==> config.mk <==
export PLATFORM = sky130hd
export DESIGN_NAME = ext_memory_select_pins
export DESIGN_NICKNAME = d
export VERILOG_FILES = /design/src/core/ext_mem_pkg.sv /design/src/core/bank_select_decode.sv /design/src/core/ext_memory_select_pins.sv
export SDC_FILE = /design/constraint.sdc
export NUM_CORES = 1
export LEC_CHECK = 0
export BUFFER_PORTS_ARGS = -buffer_cell sky130_fd_sc_hd__buf_2
export CORE_ASPECT_RATIO = 1.1
export CORE_MARGIN = 3
export CORE_UTILIZATION = 47
export DETAILED_ROUTE_END_ITERATION = 12
export PLACE_DENSITY = 0.77
export SLEW_MARGIN = 20
export SYNTH_ARGS = -nofsm -noshare
export SYNTH_HDL_FRONTEND = slang
export SYNTH_SLANG_ARGS = --single-unit
==> constraint.sdc <==
create_clock -name core_clk -period 7 [get_ports core_clk]
set_input_delay 1.4 -clock core_clk [delete_from_list [all_inputs] [get_ports core_clk]]
set_output_delay 1.4 -clock core_clk [all_outputs]
set_load 0.01 [all_outputs]
==> src/core/ext_mem_pkg.sv <==
// Constants, carriers and state codes for the external memory pin logic.
// Assumes a single 250 MHz core_clk domain.
package ext_mem_pkg;
   // ==========================================================
   // Widths and bank layout
   localparam int ADDR_W     = 24;
   localparam int DATA_W     = 32;
   localparam int BANKS      = 4;
   localparam int BANK_MSB   = 23;
   localparam int BANK_LSB   = 22;
   localparam int SDRAM_BANK = 0;
   localparam int FLASH_BANK = 1;
   localparam int TEN_BIT    = 10;

   // ==========================================================
   // Reset values and the flash boot select pattern
   localparam logic [3:0] SEL_IDLE   = 4'hf;
   localparam logic       CKE_RESET  = 1'h1;
   localparam logic       TEN_RESET  = 1'h0;
   localparam logic [3:0] SEL_FLASH  = 4'hd;

   // ==========================================================
   // Timing, least times rounded up
   localparam int CLK_PERIOD_PS = 4000;
   localparam int STROBE_MIN_NS = 20;
   localparam int CKE_WAKE_NS   = 8;
   localparam int STROBE_CYCLES = (STROBE_MIN_NS * 1000 + CLK_PERIOD_PS - 1) / CLK_PERIOD_PS;
   localparam int WAKE_CYCLES   = (CKE_WAKE_NS * 1000 + CLK_PERIOD_PS - 1) / CLK_PERIOD_PS;

   // ==========================================================
   // Carriers
   typedef struct packed {
      logic [ADDR_W-1:0] addr;
      logic              write;
      logic              cond_true;
      logic [DATA_W-1:0] wdata;
   } mem_req_type;

   typedef struct packed {
      logic ras_n;
      logic cas_n;
      logic we_n;
   } sdram_cmd_type;

   localparam sdram_cmd_type CMD_NOP       = 3'h7;
   localparam sdram_cmd_type CMD_ACTIVATE  = 3'h3;
   localparam sdram_cmd_type CMD_PRECHARGE = 3'h2;
   localparam sdram_cmd_type CMD_REFRESH   = 3'h1;

   // ==========================================================
   // State codes, Gray along the access path; refresh returning to idle flips two bits
   typedef enum logic [1:0] {
      ST_IDLE   = 2'h0,
      ST_SETUP  = 2'h1,
      ST_STROBE = 2'h3,
      ST_HOLD   = 2'h2
   } access_state_type;

   typedef enum logic [1:0] {
      RF_IDLE      = 2'h0,
      RF_PRECHARGE = 2'h1,
      RF_REFRESH   = 2'h3
   } refresh_state_type;
endpackage : ext_mem_pkg

==> src/core/bank_select_decode.sv <==
// Decodes the bank field of the external address into active-low selects.
// Assumes the caller registers the result alongside the address pins.
`timescale 1ns/10ps
module bank_select_decode (
   input  wire logic [1:0]                  bank_field,
   input  wire logic                        active,
   input  wire logic                        boot_flash,
   output logic [ext_mem_pkg::BANKS-1:0]    select_n
);
   import ext_mem_pkg::*;

   // ==========================================================
   // One select per bank; flash boot forces bank one
   for (genvar i = 0; i < BANKS; i++) begin : g_bank
      wire hit_addr  = (bank_field == 2'(i));
      wire hit_boot  = (i == FLASH_BANK);
      assign select_n[i] = !(active && (boot_flash ? hit_boot : hit_addr));
   end
endmodule : bank_select_decode

==> src/core/ext_memory_select_pins.sv <==
// External memory pin logic: bank selects, strobes, SDRAM address ten, CKE and refresh.
// Assumes requests and refresh pulses come from core_clk logic; pins are async.
//
// How it works
// A bank select goes low while its own bank is being accessed.
// Selects are decoded from the address and registered with the address pins.
// All selects stay high whenever no external access is in progress.
// A conditional access with false condition still drives its bank select.
// SDRAM address bit ten goes on its dedicated pin only for SDRAM accesses.
// Refresh runs on the dedicated pin while a non-SDRAM access proceeds.
// CKE is raised ahead of any SDRAM command and may drop when idle.
// Flash boot mode routes every access to bank select one.
// A low acknowledge holds the strobe phase of a true-condition access open until it rises.
// Read strobe is low for reads, write strobe low for writes.
// Reset holds selects and CKE high and the address-ten pin low.
`timescale 1ns/10ps
module ext_memory_select_pins (
   input  wire logic                           core_clk,
   input  wire logic                           rst,
   input  wire logic                           req_valid,
   output logic                                req_ready,
   input  wire ext_mem_pkg::mem_req_type       req,
   output logic                                resp_valid,
   output logic [ext_mem_pkg::DATA_W-1:0]      resp_rdata,
   input  wire logic                           refresh_req,
   output logic                                refresh_busy,
   input  wire logic                           sdram_sleep,
   input  wire logic                           boot_flash_pin,
   input  wire logic                           ack_pin,
   input  wire logic [ext_mem_pkg::DATA_W-1:0] data_in,
   output logic [ext_mem_pkg::DATA_W-1:0]      data_out,
   output logic                                data_oe,
   output logic [ext_mem_pkg::ADDR_W-1:0]      ext_addr,
   output logic                                rd_n,
   output logic                                wr_n,
   output logic [ext_mem_pkg::BANKS-1:0]       mem_bank_select_n,
   output logic                                sdram_clk_en_out,
   output logic                                sdram_addr_bit_ten,
   output logic                                sdram_clock_out,
   output ext_mem_pkg::sdram_cmd_type          sdram_cmd
);
   import ext_mem_pkg::*;

   // ==========================================================
   // Pin synchronisers
   logic              ack_meta, ack_sync, boot_meta, boot_sync;
   logic [DATA_W-1:0] data_meta, data_sync;

   // Two flops on every pin input; first stage read only by second
   always_ff @(posedge core_clk or posedge rst) begin
      if (rst) begin
         ack_meta  <= 1'h1;
         ack_sync  <= 1'h1;
         boot_meta <= 1'h0;
         boot_sync <= 1'h0;
         data_meta <= '0;
         data_sync <= '0;
      end else begin
         ack_meta  <= ack_pin;
         ack_sync  <= ack_meta;
         boot_meta <= boot_flash_pin;
         boot_sync <= boot_meta;
         data_meta <= data_in;
         data_sync <= data_meta;
      end
   end

   // ==========================================================
   // State
   access_state_type  state, next_state;
   refresh_state_type rf_state, next_rf_state;
   mem_req_type       cur;
   logic [7:0]        cnt;
   logic [7:0]        wake_cnt;
   logic              rf_pending;

   // ==========================================================
   // Decode of request and access kind
   wire req_sdram   = !boot_sync && (req.addr[BANK_MSB:BANK_LSB] == 2'(SDRAM_BANK));
   wire cur_sdram   = !boot_sync && (cur.addr[BANK_MSB:BANK_LSB] == 2'(SDRAM_BANK));
   wire sdram_busy  = (state != ST_IDLE) && cur_sdram;
   wire cke_ready   = sdram_clk_en_out && (wake_cnt == 8'h0);
   // SDRAM access must wait for refresh and a woken clock; others never do
   wire sdram_ok    = cke_ready && !rf_pending && (rf_state == RF_IDLE);
   assign req_ready = (state == ST_IDLE) && (!req_sdram || sdram_ok);
   wire take        = req_valid && req_ready;
   wire strobe_done = (cnt == 8'h0) && (ack_sync || !cur.cond_true);
   wire rf_start    = rf_pending && cke_ready && !sdram_busy && !(take && req_sdram);
   wire wants_cke   = !sdram_sleep || rf_pending || (rf_state != RF_IDLE) || sdram_busy
                      || (req_valid && req_sdram);
   assign refresh_busy = rf_pending || (rf_state != RF_IDLE);

   // Access sequencer next state
   always_comb begin
      next_state = state;
      unique case (state)
         ST_IDLE:   if (take) next_state = ST_SETUP;
         ST_SETUP:  next_state = ST_STROBE;
         ST_STROBE: if (strobe_done) next_state = ST_HOLD;
         ST_HOLD:   next_state = ST_IDLE;
      endcase
   end

   // Refresh sequencer next state
   always_comb begin
      next_rf_state = rf_state;
      unique case (rf_state)
         RF_IDLE:      if (rf_start) next_rf_state = RF_PRECHARGE;
         RF_PRECHARGE: next_rf_state = RF_REFRESH;
         RF_REFRESH:   next_rf_state = RF_IDLE;
         default:      next_rf_state = RF_IDLE;
      endcase
   end

   // ==========================================================
   // Next pin values, taken from the same request as the address
   mem_req_type next_cur;
   assign next_cur = take ? req : cur;
   wire next_active = (next_state != ST_IDLE);
   wire next_sdram  = next_active && !boot_sync
                      && (next_cur.addr[BANK_MSB:BANK_LSB] == 2'(SDRAM_BANK));
   wire next_xfer   = (next_state == ST_STROBE) && next_cur.cond_true;
   wire next_rd_n   = !(next_xfer && !next_cur.write);
   wire next_wr_n   = !(next_xfer && next_cur.write);
   wire next_oe     = next_active && next_cur.write && next_cur.cond_true;
   // General bit-ten line parked low while the dedicated pin carries the bit
   wire addr_line_ten = next_sdram ? 1'h0 : next_cur.addr[TEN_BIT];
   wire [ADDR_W-1:0] next_addr = {next_cur.addr[ADDR_W-1:TEN_BIT+1], addr_line_ten,
                                  next_cur.addr[TEN_BIT-1:0]};
   // Precharge-all needs bit ten high; SDRAM access carries its own bit
   wire next_bit_ten = (next_rf_state == RF_PRECHARGE) ? 1'h1
                       : (next_sdram ? next_cur.addr[TEN_BIT] : TEN_RESET);
   logic [BANKS-1:0] next_sel;
   sdram_cmd_type    next_cmd;

   bank_select_decode u_decode (
      .bank_field (next_cur.addr[BANK_MSB:BANK_LSB]),
      .active     (next_active),
      .boot_flash (boot_sync),
      .select_n   (next_sel)
   );

   // SDRAM command: refresh pair, or activate then read/write
   always_comb begin
      next_cmd = CMD_NOP;
      if (next_rf_state == RF_PRECHARGE) next_cmd = CMD_PRECHARGE;
      else if (next_rf_state == RF_REFRESH) next_cmd = CMD_REFRESH;
      else if (next_sdram && next_state == ST_SETUP) next_cmd = CMD_ACTIVATE;
      else if (next_sdram && next_state == ST_STROBE && state == ST_SETUP && next_cur.cond_true)
         next_cmd = '{ras_n: 1'h1, cas_n: 1'h0, we_n: !next_cur.write};
   end

   // ==========================================================
   // Sequencer registers
   always_ff @(posedge core_clk or posedge rst) begin
      if (rst) begin
         state      <= ST_IDLE;
         rf_state   <= RF_IDLE;
         cur        <= '0;
         cnt        <= 8'h0;
         rf_pending <= 1'h0;
         resp_valid <= 1'h0;
         resp_rdata <= '0;
      end else begin
         state      <= next_state;
         rf_state   <= next_rf_state;
         cur        <= next_cur;
         // New request wins over the clear by a starting refresh
         rf_pending <= refresh_req || (rf_pending && !rf_start);
         resp_valid <= (state == ST_HOLD);
         if (state == ST_SETUP) cnt <= 8'(STROBE_CYCLES - 1);
         else if (state == ST_STROBE && cnt != 8'h0) cnt <= cnt - 8'h1;
         // A false conditional read never strobed, so its bus value is not kept
         if (state == ST_STROBE && strobe_done && !cur.write && cur.cond_true)
            resp_rdata <= data_sync;
      end
   end

   // Pin registers: selects move with the address
   always_ff @(posedge core_clk or posedge rst) begin
      if (rst) begin
         mem_bank_select_n  <= SEL_IDLE;
         ext_addr           <= '0;
         rd_n               <= 1'h1;
         wr_n               <= 1'h1;
         data_oe            <= 1'h0;
         data_out           <= '0;
         sdram_addr_bit_ten <= TEN_RESET;
         sdram_cmd          <= CMD_NOP;
      end else begin
         mem_bank_select_n  <= next_sel;
         ext_addr           <= next_addr;
         rd_n               <= next_rd_n;
         wr_n               <= next_wr_n;
         data_oe            <= next_oe;
         data_out           <= next_cur.wdata;
         sdram_addr_bit_ten <= next_bit_ten;
         sdram_cmd          <= next_cmd;
      end
   end

   // ==========================================================
   // Clock enable and SDRAM clock; wake count covers CKE setup
   always_ff @(posedge core_clk or posedge rst) begin
      if (rst) begin
         sdram_clk_en_out <= CKE_RESET;
         wake_cnt         <= 8'h0;
         sdram_clock_out  <= 1'h0;
      end else begin
         sdram_clock_out  <= !sdram_clock_out;
         sdram_clk_en_out <= wants_cke;
         if (!sdram_clk_en_out && wants_cke) wake_cnt <= 8'(WAKE_CYCLES);
         else if (wake_cnt != 8'h0) wake_cnt <= wake_cnt - 8'h1;
      end
   end

   // ==========================================================
   // Checks
   a_idle_selects_high: assert property (@(posedge core_clk) disable iff (rst)
      state == ST_IDLE |-> mem_bank_select_n == SEL_IDLE)
      else $error("bank select low with no access");

   a_one_select_low: assert property (@(posedge core_clk) disable iff (rst)
      state != ST_IDLE |-> $onehot(~mem_bank_select_n))
      else $error("not exactly one bank select low");

   a_select_follows_addr: assert property (@(posedge core_clk) disable iff (rst)
      (state != ST_IDLE && !boot_sync)
      |-> !mem_bank_select_n[ext_addr[BANK_MSB:BANK_LSB]])
      else $error("bank select does not match address");

   a_cond_false_select: assert property (@(posedge core_clk) disable iff (rst)
      (state == ST_STROBE && !cur.cond_true)
      |-> mem_bank_select_n != SEL_IDLE && rd_n && wr_n)
      else $error("false condition lost its select or strobed");

   a_bit_ten_sdram: assert property (@(posedge core_clk) disable iff (rst)
      (!sdram_busy && rf_state == RF_IDLE) |-> !sdram_addr_bit_ten)
      else $error("dedicated address-ten pin high outside SDRAM use");

   a_refresh_pair: assert property (@(posedge core_clk) disable iff (rst)
      rf_state == RF_PRECHARGE |-> sdram_addr_bit_ten && sdram_cmd == CMD_PRECHARGE
      ##1 rf_state == RF_REFRESH && sdram_cmd == CMD_REFRESH)
      else $error("refresh sequence broken");

   a_cke_before_cmd: assert property (@(posedge core_clk) disable iff (rst)
      sdram_cmd != CMD_NOP |-> sdram_clk_en_out && $past(sdram_clk_en_out))
      else $error("SDRAM command without clock enable");

   a_boot_bank_one: assert property (@(posedge core_clk) disable iff (rst)
      (boot_sync && $past(boot_sync) && state != ST_IDLE)
      |-> mem_bank_select_n == SEL_FLASH)
      else $error("flash boot not on bank select one");

   a_ack_holds_off: assert property (@(posedge core_clk) disable iff (rst)
      (state == ST_STROBE && cnt == 8'h0 && !ack_sync && cur.cond_true)
      |=> state == ST_STROBE)
      else $error("access completed while acknowledge low");

   a_strobe_kind: assert property (@(posedge core_clk) disable iff (rst)
      (state == ST_STROBE && cur.cond_true) |-> (rd_n == cur.write) && (wr_n == !cur.write))
      else $error("wrong strobe for access");

   a_reset_levels: assert property (@(posedge core_clk)
      $past(rst) |-> mem_bank_select_n == SEL_IDLE && sdram_clk_en_out
      && !sdram_addr_bit_ten)
      else $error("pin levels wrong after reset");
endmodule : ext_memory_select_pins

# [After elaboration in Yosys (flattened, before gate mapping)]
# Cells that the tools add are included.
[word_totals] regBits=217 word_cells=137 output_inout_bits=104
[op_classes] n_reduce_logical=75 add_sub_neg=2 eq_ne=11 muxes=21
[op_table] cell="two-way mux 58 bit" count=1
[op_table] cell="logical AND 1 bit" count=35
[op_table] cell="two-way mux 8 bit" count=4
[op_table] cell="zero test 1 bit" count=18
[op_table] cell="zero test 8 bit" count=2
[op_table] cell="nonzero test 8 bit" count=2
[op_table] cell="subtractor 8 x 1 -> 8 bit (second input constant)" count=2
[op_table] cell="== test 2 bit (second input constant)" count=6
[op_table] cell="== test 2 x 1 -> 1 bit (second input constant)" count=5
[op_table] cell="zero test 2 bit" count=5
[op_table] cell="nonzero test 2 bit" count=5
[op_table] cell="two-way mux 3 bit" count=3
[op_table] cell="logical OR 1 bit" count=8
[op_table] cell="two-way mux 2 bit" count=4
[op_table] cell="case mux 2 bit (4 select lines)" count=1
[op_table] cell="two-way mux 1 bit" count=7
[op_table] cell="case mux 2 bit (2 select lines)" count=1

# [Logic depth before layout (Yosys ltp)]
[logic_depth] ltp_word=19 depth_mapped=8

# [By module]
# A second synthesis with hierarchy kept.
[hier_totals] cells_unflattened=488 hier_area_um2=7359.6
[modules_own_cells] mod="ext_memory_select_pins" seq_area_each_um2=4869.7 area_per_inst_um2=7317.0 n_inst=1 cells_per_inst=483
[modules_own_cells] mod="bank_select_decode" seq_area_each_um2=0.0 area_per_inst_um2=42.5 n_inst=1 cells_per_inst=5

# [Least setup slack after synthesis]
# Ideal clock, no wire load.
[synth_path] kind="input port to output port" startpoint="in req[56] (netlist name)" endpoint="out req_ready" setup_slack_ns=3.256 arrival_time_ns=2.344 path_stages=3 required_ns=5.600 path_cell_list="nor3_1 > o31a_1 > nor3_1"
[synth_via] elab_chain_len=5
[synth_rtl] item="from (decl)" line_no="ext_memory_select_pins.sv:22" text="input wire ext_mem_pkg::mem_req_type req,"
[synth_rtl] item="zero test 2 bit" line_no="ext_memory_select_pins.sv:79" text="wire req_sdram = !boot_sync && (req.addr[BANK_MSB:BANK_LSB] == 2'(SDRAM_BANK));"
[synth_rtl] item="logical AND 1 bit" line_no="ext_memory_select_pins.sv:79"
[synth_rtl] item="zero test 1 bit" line_no="ext_memory_select_pins.sv:85" text="assign req_ready = (state == ST_IDLE) && (!req_sdram || sdram_ok);"
[synth_rtl] item="logical OR 1 bit" line_no="ext_memory_select_pins.sv:85"
[synth_rtl] item="logical AND 1 bit" line_no="ext_memory_select_pins.sv:85"
[synth_rtl] item="to (decl)" line_no="ext_memory_select_pins.sv:21" text="output logic req_ready,"
# No other way between the ends.

# [Worst setup path after layout]
# Same ends and word-level chain as after synthesis.

==> flow_summary.yaml <==
timing:
  slew_viol_final: 0
  fin_skew_ps: 10.1
  period_needed_ps: 4260
  max_freq_ghz: 0.235
  period_share: 0.608
  finalSetupTns_ps: 0
  rsz0062_at_grt: "false"
  holdWs_ps: 348
  setup_viol: 0
  relSlewSlack: 0.434
  worstMarginPinSlew_ps: 849
  hold_violations: 0
clock_network:
  hold_buffers: 0
  cts.sinks: 194
  post_cts_resized: 0
  clock_latency_ps: 420
  htree_levels: 4
  clk_path_buf_depth: 2
  clock_tree.root_cell: "clkbuf_16"
  clkTransAtPathRegs_ps: 60
  postCtsSetupBuffers: 0
  cts_buffers: 17
  cts_tree: "yes"
routing:
  drt-pass1-iter-count: 4
  drtIter0Drc: 254
  drc: 0
  avgViaCountPerCell: 5.00
  wire_per_inst_um: 16.2
  drt-total-wl_mm: 14.0
  ant_nets: 0
  vias: 4319
die:
  core-area_mm2: 0.0151
  start_util: 0.482
  fp-row-count: 47
  die_area_mm2: 0.0170
  num_io_pins: 201
  die_x_um: 125
  die_y_um: 137
synthesis:
  synth.most_common_cell: "dfrtp_1"
  synth_top_cell_area_share: 0.625
  ys_seq_elements: 194
  synth_nets: 602
  yosysWarnings: 0
  synth_largest_area_cell: "dfrtp_1"
  synth_cell_type_count: 49
  yosysSeqAreaShare: 0.668
  synthArstFlopShare: 1.00
  syn_avg_cell_area_um2: 14.5
  synth_flop_cell: "dfrtp_1"
  syn-instance-count: 502
  synth_area_leaders: "dfrtp_1 63%, mux2_1 7.6%, mux2_2 5.7%, buf_4 5.7%, dfstp_2 4.3%"
  ys_top_cells_by_count: "182 x dfrtp_1, 55 x buf_4, 49 x mux2_1"
  synth-edff-count: 0
  synth_area_mm2: 0.00729
pwr:
  power_density_mw_per_mm2: 400
  total_power_w: 0.00345
  ir_worst_vdd_mv: 0.206
  leakage_nw: 4.20
global_route:
  grt_pass1_wl_mm: 22.6
  grt_use_total: 0.166
  grt.overflow.total: 0
  antenna_found_initial: 0
  grt_max_degree: 132
  grt_pass1_vias: 4574
worst_setup_path:
  worst_setup_path_start_kind: "input port"
  r2r-start: "wake_cnt[0]$_DFFE_PP0P_"
  required_ps: 5600
  setup.worst_path.class: "in -> out"
  crit_arrival_ps: 2860
  cp-end-kind: "primary output"
  path_max_fanout: 7
  setup.worst_path.start: "req[56]"
hold_path:
  min-delay-start: "data_meta[5]$_DFF_PP0_"
  holdCritPathClass: "reg -> reg"
cells_and_area:
  finalNonFillerCells: 863
  fillers: 1229
  nets: 754
  drive_gt1_frac: 0.439
  antenna_cells: 0
  syn_to_final_growth_pct: 18.4
place:
  place_inst: 831
  gp_congestion: 0.851
  dp_hpwl_mm: 9.95
  place.port_buffers: 200
outcome:
  status: "completed"
run:
  maxCapViolations: 0
## final cells by class
type	instances	area [µm²]	share of cell area
well taps	196	245	0.0284
clock inverters	12	124	0.0144
multi-input cells	228	1870	0.217
clock buffers	20	457	0.0529
repair buffers	202	1020	0.118
flip-flops and latches	194	4870	0.564
inverters	11	48.8	0.00566
## worst paths after layout
path / depth (start not counted) / endpoint / slack [ps]
worst max-delay path: 5 / req_ready / 2740
worst min-delay path: 0 / data_sync[5]$_DFF_PP0_ / 350
worst max register to register: 6 / ext_addr[4]$_DFFE_PP0N_ / 4270
worst min register to register: 0 / data_sync[5]$_DFF_PP0_ / 350
max in group asynchronous: 3 / cnt[5]$_DFFE_PP0P_ / 4480
min in group asynchronous: 2 / data_out[1]$_DFFE_PP0N_ / 1170
## logic make-up (layout without fill, tap and decap cells)
| logic type | count (synthesis) | after routing | synth area share |
|---|---|---|---|
| flops | 194 | 194 | 0.668 |
| fa+ha+maj | 3 | 3 | 0.00515 |
| compound gates | 52 | 52 | 0.0467 |
| buf+inv | 80 | 245 | 0.0752 |
| xor+xnor | 6 | 6 | 0.00721 |
| simple gates | 80 | 80 | 0.0630 |
| mux | 87 | 87 | 0.134 |
## metrics by stage
step / cell area (µm²) / utilization / setup WS [ps]
after CTS: 8630 / 0.571 / 2780
after global routing: 8630 / 0.571 / 2610
final: 8630 / 0.571 / 2740
after floorplan: 7290 / - / 336
after global placement: 8050 / 0.532 / 2860
after detailed placement: 8050 / 0.532 / 2780
## where the power goes
group          total (W)  leakage [nW]  switching (W)  internal [W]
clock network   0.000938         0.265       0.000421      0.000516
logic           0.000890          1.59       0.000477      0.000413
registers        0.00162          2.35       0.000195       0.00143
total            0.00345          4.20        0.00109       0.00236
## routing by layer
layer / wire [µm] / GRT usage / vias to the layer above
met3: 856 / 0.0507 / 16
met1: 5810 / 0.206 / 2168
met2: 7100 / 0.283 / 156
met4: 178 / 0.0518 / 0
li1: - / - / 1979
met5: 0 / 0 / -
## placed cells by master, fill, tap and decap left out, types with 3 or more instances in the layout
| cell | Yosys | layout |
|---|---|---|
| nand2_1 | 12 | 12 |
| clkbuf_16 | 0 | 17 |
| xnor2_1 | 4 | 4 |
| nand3b_1 | 3 | 3 |
| clkinvlp_4 | 0 | 6 |
| or3_1 | 3 | 3 |
| nor2b_1 | 3 | 3 |
| nor3_1 | 12 | 12 |
| nor2_1 | 14 | 14 |
| and2_1 | 3 | 3 |
| or4b_2 | 3 | 3 |
| inv_8 | 0 | 3 |
| buf_2 | 3 | 200 |
| inv_1 | 11 | 10 |
| mux2_2 | 37 | 37 |
| o2111ai_1 | 3 | 3 |
| dfrtp_1 | 182 | 182 |
| o21ai_0 | 20 | 20 |
| ha_1 | 3 | 3 |
| nand3_1 | 8 | 8 |
| dfstp_2 | 12 | 12 |
| a21oi_1 | 8 | 8 |
| a31oi_1 | 5 | 5 |
| mux2_1 | 49 | 49 |
| nor4b_1 | 3 | 3 |
| nand2b_1 | 7 | 7 |
## registers in the layout, indices dropped and copies added (netlist names), 2 cells and up
name / cells
cnt: 8
cur: 4
data_meta: 32
data_out: 32
data_sync: 32
ext_addr: 23
mem_bank_select_n: 4
resp_rdata: 32
rf_state: 2
sdram_cmd: 3
state: 2
wake_cnt: 8
## worst max-delay path: stages
cell	delay [ps]
buf_2	130
nor3_1	670
o31a_1	410
nor3_1	80
buf_2	160
Power figures use the tool's default switching activity.
